$ cat src/baex_map.vh
// Opcode fields and constants of the byte arithmetic execution unit
`ifndef BAEX_MAP_VH
`define BAEX_MAP_VH
`define BAEX_OPC_HI        15
`define BAEX_OPC_LO        9
`define BAEX_OPC_W         7
`define BAEX_DEST_BIT      8
`define BAEX_FILE_HI       7
`define BAEX_FILE_LO       0
`define BAEX_OPC_INC       7'h0A
`define BAEX_OPC_INCSZ     7'h0F
`define BAEX_OPC_NEG       7'h16
`define BAEX_OPC_MULREG    8'h34
`define BAEX_OPC_MULLIT    8'hBC
`define BAEX_NOP_WORD      16'h0000
`define BAEX_ACC_RESET     8'h00
`define BAEX_PROD_RESET    8'h00
`define BAEX_FLAG_RESET    1'b0
`endif

$ cat src/baex_regfile.v
// Data memory file of 256 bytes with registered read data
`timescale 1ns/1ps
`default_nettype none
module baex_regfile (
  // Clock
  input  wire       clk,
  // Read port
  input  wire [7:0] rd_addr,
  output reg  [7:0] rd_data,
  // Write port
  input  wire       wr_en,
  input  wire [7:0] wr_addr,
  input  wire [7:0] wr_data
);
  reg [7:0] mem [0:255];

  always @(posedge clk) begin
    if (wr_en) begin
      mem[wr_addr] <= wr_data;
    end
    if (wr_en && (wr_addr == rd_addr)) begin
      rd_data <= wr_data;
    end else begin
      rd_data <= mem[rd_addr];
    end
  end
endmodule
`default_nettype wire

$ cat src/baex_exec_unit.v
// Execution datapath for increment, skip, multiply and negate instructions
// Function
// RULE_01 - Increment adds one to a file byte, updating overflow, carry, half carry, zero.
// RULE_02 - Increment result goes to accumulator if destination bit zero, else file byte.
// RULE_03 - Increment-skip-zero leaves flags; zero result discards next instruction, two cycles; the code takes four clocks from issue to done.
// RULE_04 - Register multiply: accumulator times file byte, unsigned, into product pair.
// RULE_05 - Product high byte holds upper eight bits, low byte lower eight.
// RULE_06 - Multiply leaves accumulator and file byte unchanged.
// RULE_07 - Multiply never touches flags, even for a zero product.
// RULE_08 - Literal multiply: literal times accumulator into product pair, one cycle; the code takes three clocks from issue to done.
// RULE_09 - Negate forms inverted accumulator plus one, updating all four flags.
// RULE_10 - Negate select zero writes accumulator and file; one writes file only.
// RULE_11 - Eight opcode bits address any of 256 file bytes; one bit selects destination.
// RULE_12 - All-zero opcode is a one-cycle no-operation changing nothing; the code takes three clocks from issue to done.
`timescale 1ns/1ps
`default_nettype none
`include "baex_map.vh"
module baex_exec_unit (
  // Clock and reset
  input  wire        clk,
  input  wire        arst_n,
  // Instruction issue
  input  wire        instr_valid,
  input  wire [15:0] instr_word,
  output wire        instr_ready,
  // Execution status
  output reg         done,
  output reg         skip_next,
  output wire        busy,
  // Architectural state
  output reg  [7:0]  working_accumulator,
  output reg  [7:0]  product_high_byte,
  output reg  [7:0]  product_low_byte,
  output reg         signed_wrap_flag,
  output reg         carry_flag,
  output reg         half_carry_flag,
  output reg         zero_flag,
  // Data memory write-through view
  output reg         mem_wr,
  output reg  [7:0]  mem_wr_addr,
  output reg  [7:0]  mem_wr_data
);
  // States
  localparam [3:0] ST_IDLE = 4'h1;
  localparam [3:0] ST_READ = 4'h2;
  localparam [3:0] ST_EXEC = 4'h4;
  localparam [3:0] ST_SKIP = 4'h8;

  // Operation decode codes
  localparam [2:0] OP_NONE   = 3'h0;
  localparam [2:0] OP_INC    = 3'h1;
  localparam [2:0] OP_INCSZ  = 3'h2;
  localparam [2:0] OP_NEG    = 3'h3;
  localparam [2:0] OP_MULREG = 3'h4;
  localparam [2:0] OP_MULLIT = 3'h5;

  reg  [3:0]  state;
  reg  [3:0]  next_state;
  reg  [15:0] op_word;
  reg  [2:0]  op_kind;
  reg  [2:0]  next_kind;

  wire [7:0]  file_rdata;
  wire [7:0]  file_addr = op_word[`BAEX_FILE_HI:`BAEX_FILE_LO]; // RULE_11
  wire        dest_bit  = op_word[`BAEX_DEST_BIT]; // RULE_11
  wire [7:0]  issue_addr = instr_word[`BAEX_FILE_HI:`BAEX_FILE_LO];
  // Issue bus may change once taken, so later reads use the held copy
  wire [7:0]  read_addr  = (state == ST_IDLE) ? issue_addr : file_addr;

  reg         wr_en;
  reg  [7:0]  wr_data;
  reg  [7:0]  next_acc;
  reg         next_wrap;
  reg         next_carry;
  reg         next_half;
  reg         next_zero;
  reg  [15:0] next_prod;
  reg         next_done;
  reg         next_skip;

  baex_regfile u_file (
    .clk     (clk),
    .rd_addr (read_addr),
    .rd_data (file_rdata),
    .wr_en   (wr_en),
    .wr_addr (file_addr),
    .wr_data (wr_data)
  );

  assign instr_ready = (state == ST_IDLE);
  assign busy        = (state != ST_IDLE);

  // Opcode decode on issue
  always @* begin
    next_kind = OP_NONE;
    if (instr_word == `BAEX_NOP_WORD) begin
      next_kind = OP_NONE; // RULE_12
    end else if (instr_word[15:8] == `BAEX_OPC_MULREG) begin
      next_kind = OP_MULREG; // RULE_04
    end else if (instr_word[15:8] == `BAEX_OPC_MULLIT) begin
      next_kind = OP_MULLIT; // RULE_08
    end else if (instr_word[`BAEX_OPC_HI:`BAEX_OPC_LO] == `BAEX_OPC_INC) begin
      next_kind = OP_INC; // RULE_01
    end else if (instr_word[`BAEX_OPC_HI:`BAEX_OPC_LO] == `BAEX_OPC_INCSZ) begin
      next_kind = OP_INCSZ; // RULE_03
    end else if (instr_word[`BAEX_OPC_HI:`BAEX_OPC_LO] == `BAEX_OPC_NEG) begin
      next_kind = OP_NEG; // RULE_09
    end
  end

  // Arithmetic
  wire [8:0]  inc_sum  = {1'b0, file_rdata} + 9'h001; // RULE_01
  wire [4:0]  inc_half = {1'b0, file_rdata[3:0]} + 5'h01;
  // Signed wrap: positive addend whose sum turns negative
  wire        inc_ovf  = (~file_rdata[7]) & inc_sum[7];
  wire [7:0]  acc_inv  = ~working_accumulator;
  wire [8:0]  neg_sum  = {1'b0, acc_inv} + 9'h001; // RULE_09
  wire [4:0]  neg_half = {1'b0, acc_inv[3:0]} + 5'h01;
  wire        neg_ovf  = (~acc_inv[7]) & neg_sum[7];
  wire [15:0] mul_reg  = working_accumulator * file_rdata; // RULE_04
  wire [15:0] mul_lit  = working_accumulator * op_word[7:0]; // RULE_08

  // Sequencer
  always @* begin
    next_state = state;
    case (state)
      ST_IDLE: begin
        if (instr_valid) begin
          next_state = ST_READ;
        end
      end
      ST_READ: begin
        next_state = ST_EXEC;
      end
      ST_EXEC: begin
        if ((op_kind == OP_INCSZ) && (inc_sum[7:0] == 8'h00)) begin
          next_state = ST_SKIP; // RULE_03
        end else begin
          next_state = ST_IDLE;
        end
      end
      ST_SKIP: begin
        next_state = ST_IDLE;
      end
      default: begin
        next_state = ST_IDLE;
      end
    endcase
  end

  // Memory write value
  always @* begin
    wr_en   = 1'b0;
    wr_data = 8'h00;
    if (state == ST_EXEC) begin
      case (op_kind)
        OP_INC, OP_INCSZ: begin
          wr_en   = dest_bit; // RULE_02
          wr_data = inc_sum[7:0];
        end
        OP_NEG: begin
          wr_en   = 1'b1; // RULE_10
          wr_data = neg_sum[7:0];
        end
        default: begin
          wr_en   = 1'b0; // RULE_06
          wr_data = 8'h00;
        end
      endcase
    end
  end

  // Next accumulator and flags
  always @* begin
    next_acc   = working_accumulator;
    next_wrap  = signed_wrap_flag; // RULE_07
    next_carry = carry_flag;
    next_half  = half_carry_flag;
    next_zero  = zero_flag;
    if (state == ST_EXEC) begin
      case (op_kind)
        OP_INC: begin
          if (!dest_bit) begin
            next_acc = inc_sum[7:0]; // RULE_02
          end
          next_wrap  = inc_ovf; // RULE_01
          next_carry = inc_sum[8];
          next_half  = inc_half[4];
          next_zero  = (inc_sum[7:0] == 8'h00);
        end
        OP_INCSZ: begin
          if (!dest_bit) begin
            next_acc = inc_sum[7:0]; // RULE_03
          end
        end
        OP_NEG: begin
          if (!dest_bit) begin
            next_acc = neg_sum[7:0]; // RULE_10
          end
          next_wrap  = neg_ovf; // RULE_09
          next_carry = neg_sum[8];
          next_half  = neg_half[4];
          next_zero  = (neg_sum[7:0] == 8'h00);
        end
        default: begin
          next_acc = working_accumulator; // RULE_12
        end
      endcase
    end
  end

  // Next product pair
  always @* begin
    next_prod = {product_high_byte, product_low_byte};
    if (state == ST_EXEC) begin
      case (op_kind)
        OP_MULREG: begin
          next_prod = mul_reg; // RULE_04
        end
        OP_MULLIT: begin
          next_prod = mul_lit; // RULE_08
        end
        default: begin
          next_prod = {product_high_byte, product_low_byte};
        end
      endcase
    end
  end

  // Completion pulses
  always @* begin
    next_done = 1'b0;
    next_skip = 1'b0;
    if (state == ST_SKIP) begin
      next_done = 1'b1; // RULE_03
      next_skip = 1'b1;
    end else if ((state == ST_EXEC) && (next_state == ST_IDLE)) begin
      next_done = 1'b1;
    end
  end

  // Sequencer and issue capture
  always @(posedge clk or negedge arst_n) begin
    if (!arst_n) begin
      state   <= ST_IDLE;
      op_word <= `BAEX_NOP_WORD;
      op_kind <= OP_NONE;
    end else begin
      state <= next_state;
      if ((state == ST_IDLE) && instr_valid) begin
        op_word <= instr_word;
        op_kind <= next_kind;
      end
    end
  end

  // Status pulses
  always @(posedge clk or negedge arst_n) begin
    if (!arst_n) begin
      done      <= 1'b0;
      skip_next <= 1'b0;
    end else begin
      done      <= next_done;
      skip_next <= next_skip;
    end
  end

  // Write-through view of the file
  always @(posedge clk or negedge arst_n) begin
    if (!arst_n) begin
      mem_wr      <= 1'b0;
      mem_wr_addr <= 8'h00;
      mem_wr_data <= 8'h00;
    end else begin
      mem_wr <= wr_en;
      if (wr_en) begin
        mem_wr_addr <= file_addr;
        mem_wr_data <= wr_data;
      end
    end
  end

  // Accumulator, flags and product pair
  always @(posedge clk or negedge arst_n) begin
    if (!arst_n) begin
      working_accumulator <= `BAEX_ACC_RESET;
      product_high_byte   <= `BAEX_PROD_RESET;
      product_low_byte    <= `BAEX_PROD_RESET;
      signed_wrap_flag    <= `BAEX_FLAG_RESET;
      carry_flag          <= `BAEX_FLAG_RESET;
      half_carry_flag     <= `BAEX_FLAG_RESET;
      zero_flag           <= `BAEX_FLAG_RESET;
    end else begin
      working_accumulator <= next_acc;
      product_high_byte   <= next_prod[15:8]; // RULE_05
      product_low_byte    <= next_prod[7:0];
      signed_wrap_flag    <= next_wrap;
      carry_flag          <= next_carry;
      half_carry_flag     <= next_half;
      zero_flag           <= next_zero;
    end
  end
endmodule
`default_nettype wire

$ cat config.mk
export PLATFORM = sky130hd
export DESIGN_NAME = baex_exec_unit
export DESIGN_NICKNAME = d
export VERILOG_FILES = /design/src/baex_regfile.v /design/src/baex_exec_unit.v
export VERILOG_INCLUDE_DIRS = /design/src
export SDC_FILE = /design/constraint.sdc
export NUM_CORES = 2
export LEC_CHECK = 0
export BUFFER_PORTS_ARGS = -buffer_cell sky130_fd_sc_hd__buf_2
export CAP_MARGIN = 25
export CORE_ASPECT_RATIO = 0.6
export CORE_MARGIN = 2
export CORE_UTILIZATION = 63
export CTS_BUF_LIST = sky130_fd_sc_hd__clkbuf_16
export DETAILED_ROUTE_END_ITERATION = 8
export PLACE_DENSITY_LB_ADDON = 0.1
export SYNTH_ARGS = -nofsm -noshare
export SYNTH_HDL_FRONTEND = slang
export SYNTH_HIERARCHICAL = 1
export SYNTH_SLANG_ARGS = --single-unit
$ cat constraint.sdc
create_clock -name clk -period 15.5 [get_ports clk]
set_input_delay 2.325 -clock clk [delete_from_list [all_inputs] [get_ports clk]]
set_output_delay 2.325 -clock clk [all_outputs]
set_load 0.01 [all_outputs]
==> results.md <==
- I/O pins: 68
- Initial Utilization: 63.59%
- Pin count of the biggest net entering global routing: 222
- Die area: 0.1413 mm2
- Leakage: 0.03615 uW
- Crit Path Max Fanout: 47
- Vias per std cell: 6.841
- Starting DRT DRC Count: 6950
- Crit path kind: reg -> reg
- Crit path max-delay cell type: nor3_1
- Die H: 291.9 um
- Worst hold path type: reg -> reg
- Area Growth Syn to Fin: 9.331%
- Synthesized area per cell: 19.11 um2
- Max Freq: 0.1074 GHz
- Tot Pwr: 13870 uW
- Synth top area share: 70.65%
- Crit path launch type: register
- Clock Latency Late Sink: 0.82 ns
- Max incr delay on CP: 0.88 ns
- Hold_sp: product_low_byte[7]$_DFFE_PN0P_
- Clock slew at reported path FFs: 0.07 ns
- Final Hold Vio Count: 0
- Setup violators final: 0
- Warnings, synthesis: 6
- DRT Pass-1 Iters: 5
- Final wirelength: 215.0 mm
- Ys async rst share: 2.973%
- Number of remaining DRC errors: 0
- Setup bufs post-CTS: 0
- Synth unique cells: 87
- Maximum VDD drop: 136.7 uV
- Max_cap viols: 0
- Antenna violations before repair: 6
- PwrDens: 145.8 mW/mm2
- Synth Net Count: 4722
- Status: finished, final reports clean
- Placer Congestion: 0.8596
- Final Util: 69.52%
- Synthesized netlist cell count: 4555
- CORE AREA: 0.1369 mm2
- CTS tree: yes
- Rel. slew slack: 13.84%
- Clock sink count: 2119
- Share of cells above drive strength 1: 20.32%
- H-tree Lvls: 4
- Vias in the first global route: 44020
- CP top delay family: adder cells
- Synth area leaders: edfxtp_1 (71%), mux4_2 (12%), dfrtp_1 (1.8%)
- IO Port Bufs: 67
- First-pass GRT wire length: 313.2 mm
- Worst path required time: 16.19 ns
- Total track usage: 30.81%
- Wire per inst: 32.38 um
- CTS Hold Bufs: 0
- Slew @ Worst Pin: 1.292 ns
- GR Overflow Total: 0
- Post-synth EDFFs: 2048
- Top FF cell, synth: edfxtp_1
- Worst EP arrival: 10.00 ns
- Post-route setup TNS: 0 ns
- Post-CTS sizing: 0
- Die width: 483.9 um
- Seq/Total Area, Yosys: 72.65%
- Synthesized area: 0.08705 mm2
- Seq cells post-synth: 2119
- Post-synth top area cell: edfxtp_1
- Total number of vias: 45420
- HPWL Detailed: 134.0 mm
- Tightest hold margin: 0.4988 ns
- Final net count: 4830
- Clock Tree Root: clkbuf_16
- Max-slew violations: 0
- Worst setup EP type: register
- RSZ-0062 raised after global routing: false
- Max Root-Sink Buffers: 3
- Clock skew: 0.04375 ns
- Detail Route Antenna Nets: 0
- WP buf/inv: 6
- Clock period minus worst slack: 9.312 ns
- Cell row count: 105
- Fin crit share: 60.07%
- Total CTS buffers: 182
- Filler cells: 8530
[sequential cells by signal, summed over array words and instances, names as in the netlist, 3 cells and up, named ones only]
signal,count
mem_wr_addr,8
mem_wr_data,8
op_kind,3
op_word,9
product_high_byte,8
product_low_byte,8
state,4
u_file/mem,2048
working_accumulator,8
[final timing paths]
| check | end | slack, ns | cells after the start |
|---|---|---|---|
| min in group asynchronous | mem_wr_addr[5]$_DFFE_PN0P_ | 1.68 | 2 |
| min | product_low_byte[7]$_DFFE_PN0P_ | 0.50 | 2 |
| max | product_high_byte[7]$_DFFE_PN0P_ | 6.19 | 25 |
| max in group asynchronous | working_accumulator[5]$_DFFE_PN0P_ | 13.21 | 2 |
| max reg2reg | product_high_byte[7]$_DFFE_PN0P_ | 6.19 | 25 |
| min reg2reg | product_low_byte[7]$_DFFE_PN0P_ | 0.50 | 2 |
[cells in the final DEF (no fill, tap or decap), types with 21 or more instances in the layout]
| cell type | synthesis | routed |
|---|---|---|
| a21oi_1 | 138 | 136 |
| a22oi_1 | 135 | 135 |
| and2_1 | 109 | 109 |
| buf_2 | 36 | 67 |
| buf_4 | 28 | 111 |
| clkbuf_16 | 0 | 184 |
| clkinv_1 | 1 | 59 |
| clkinv_2 | 0 | 21 |
| dfrtp_1 | 62 | 62 |
| edfxtp_1 | 2048 | 2048 |
| fa_1 | 72 | 72 |
| ha_1 | 76 | 76 |
| inv_1 | 103 | 147 |
| mux2_2 | 30 | 30 |
| mux2i_1 | 136 | 136 |
| mux4_2 | 454 | 454 |
| nand2_1 | 107 | 107 |
| nand3_1 | 40 | 40 |
| nor2_1 | 330 | 321 |
| nor2b_1 | 36 | 33 |
| nor3_1 | 27 | 27 |
| o21ai_0 | 36 | 36 |
| o221ai_1 | 48 | 48 |
| o22ai_1 | 29 | 29 |
[cell families after synthesis]
| family | count (synthesis) | synth area share (%) |
|---|---|---|
| flip-flops | 2119 | 72.65 |
| adder cells (fa/ha/maj) | 148 | 2.748 |
| AND/OR/NAND/NOR | 745 | 4.134 |
| multiplexers | 626 | 13.83 |
| buffers and inverters | 383 | 2.367 |
| AO/OA/AOI/OAI | 503 | 3.964 |
| XOR/XNOR | 31 | 0.3119 |
[layer usage]
metal	wire length (um)	up-vias	part of all wire (%)	global-route usage, %
met5	24	-	0.011	0
met4	3677	4	1.7	6.468
met3	28700	268	13	8.987
met2	89900	2786	42	40.89
met1	92700	23760	43	51.03
li1	-	18600	-	-
[where the power goes]
part | switching [uW] | internal, uW | leakage (uW) | total [uW]
combinational | 2010 | 1010 | 0.00853 | 3020
sequential | 196 | 6220 | 0.0247 | 6410
clock | 2050 | 2380 | 0.00296 | 4440
[stage by stage]
step,cell area [um2],instances,setup WS (ns)
4_1_cts,94980,6624,6.339
2_1_floorplan,87050,4555,3.911
6_report,95170,6639,6.188
5_1_grt,95170,6637,5.903
3_5_place_dp,89230,6285,6.356
3_3_place_gp,89110,6274,6.089
[Yosys cell counts (11+ instances only)]
cell / number
buf_2: 36
and2_1: 109
o221ai_1: 48
buf_4: 28
nor4_1: 26
a211oi_1: 20
nor2_1: 330
a21oi_1: 138
ha_1: 76
nand2b_1: 12
inv_1: 103
buf_6: 26
dfrtp_1: 62
o211ai_1: 14
mux2i_1: 136
mux2_2: 30
nor2b_1: 36
xor2_1: 11
fa_1: 72
nand4_1: 13
xnor2_1: 20
edfxtp_1: 2048
o22ai_1: 29
nand3_1: 40
clkbuf_1: 142
nand2_1: 107
mux4_2: 454
a22oi_1: 135
o21ai_0: 36
a221oi_1: 16
nor3_1: 27
buf_1: 24
buf_8: 13
[cell type report]
cell class / instances / area, um2 / area share, %
Sequential cell: 2119 / 63250 / 66.46
Clock inverter: 155 / 1145 / 1.203
Timing Repair Buffer: 202 / 1575 / 1.655
Clock buffer: 184 / 4604 / 4.838
Antenna cell: 2 / 5.005 / 0.005259
Multi-Input combinational cell: 2053 / 21920 / 23.03
Tap cell: 1819 / 2276 / 2.391
Inverter: 105 / 394.1 / 0.4141
[worst register-to-register path: cells and delay by family (launching register included)]
family	cells	cell delay, ns
adders and majority gates	5	2.43
and+or+nand+nor	5	2.07
buffers and inverters	6	2.03
AOI/OAI and AO/OA	8	1.73
DFF	1	0.77
xor gates and xnor gates	1	0.16
Power figures use the tool's default switching activity.
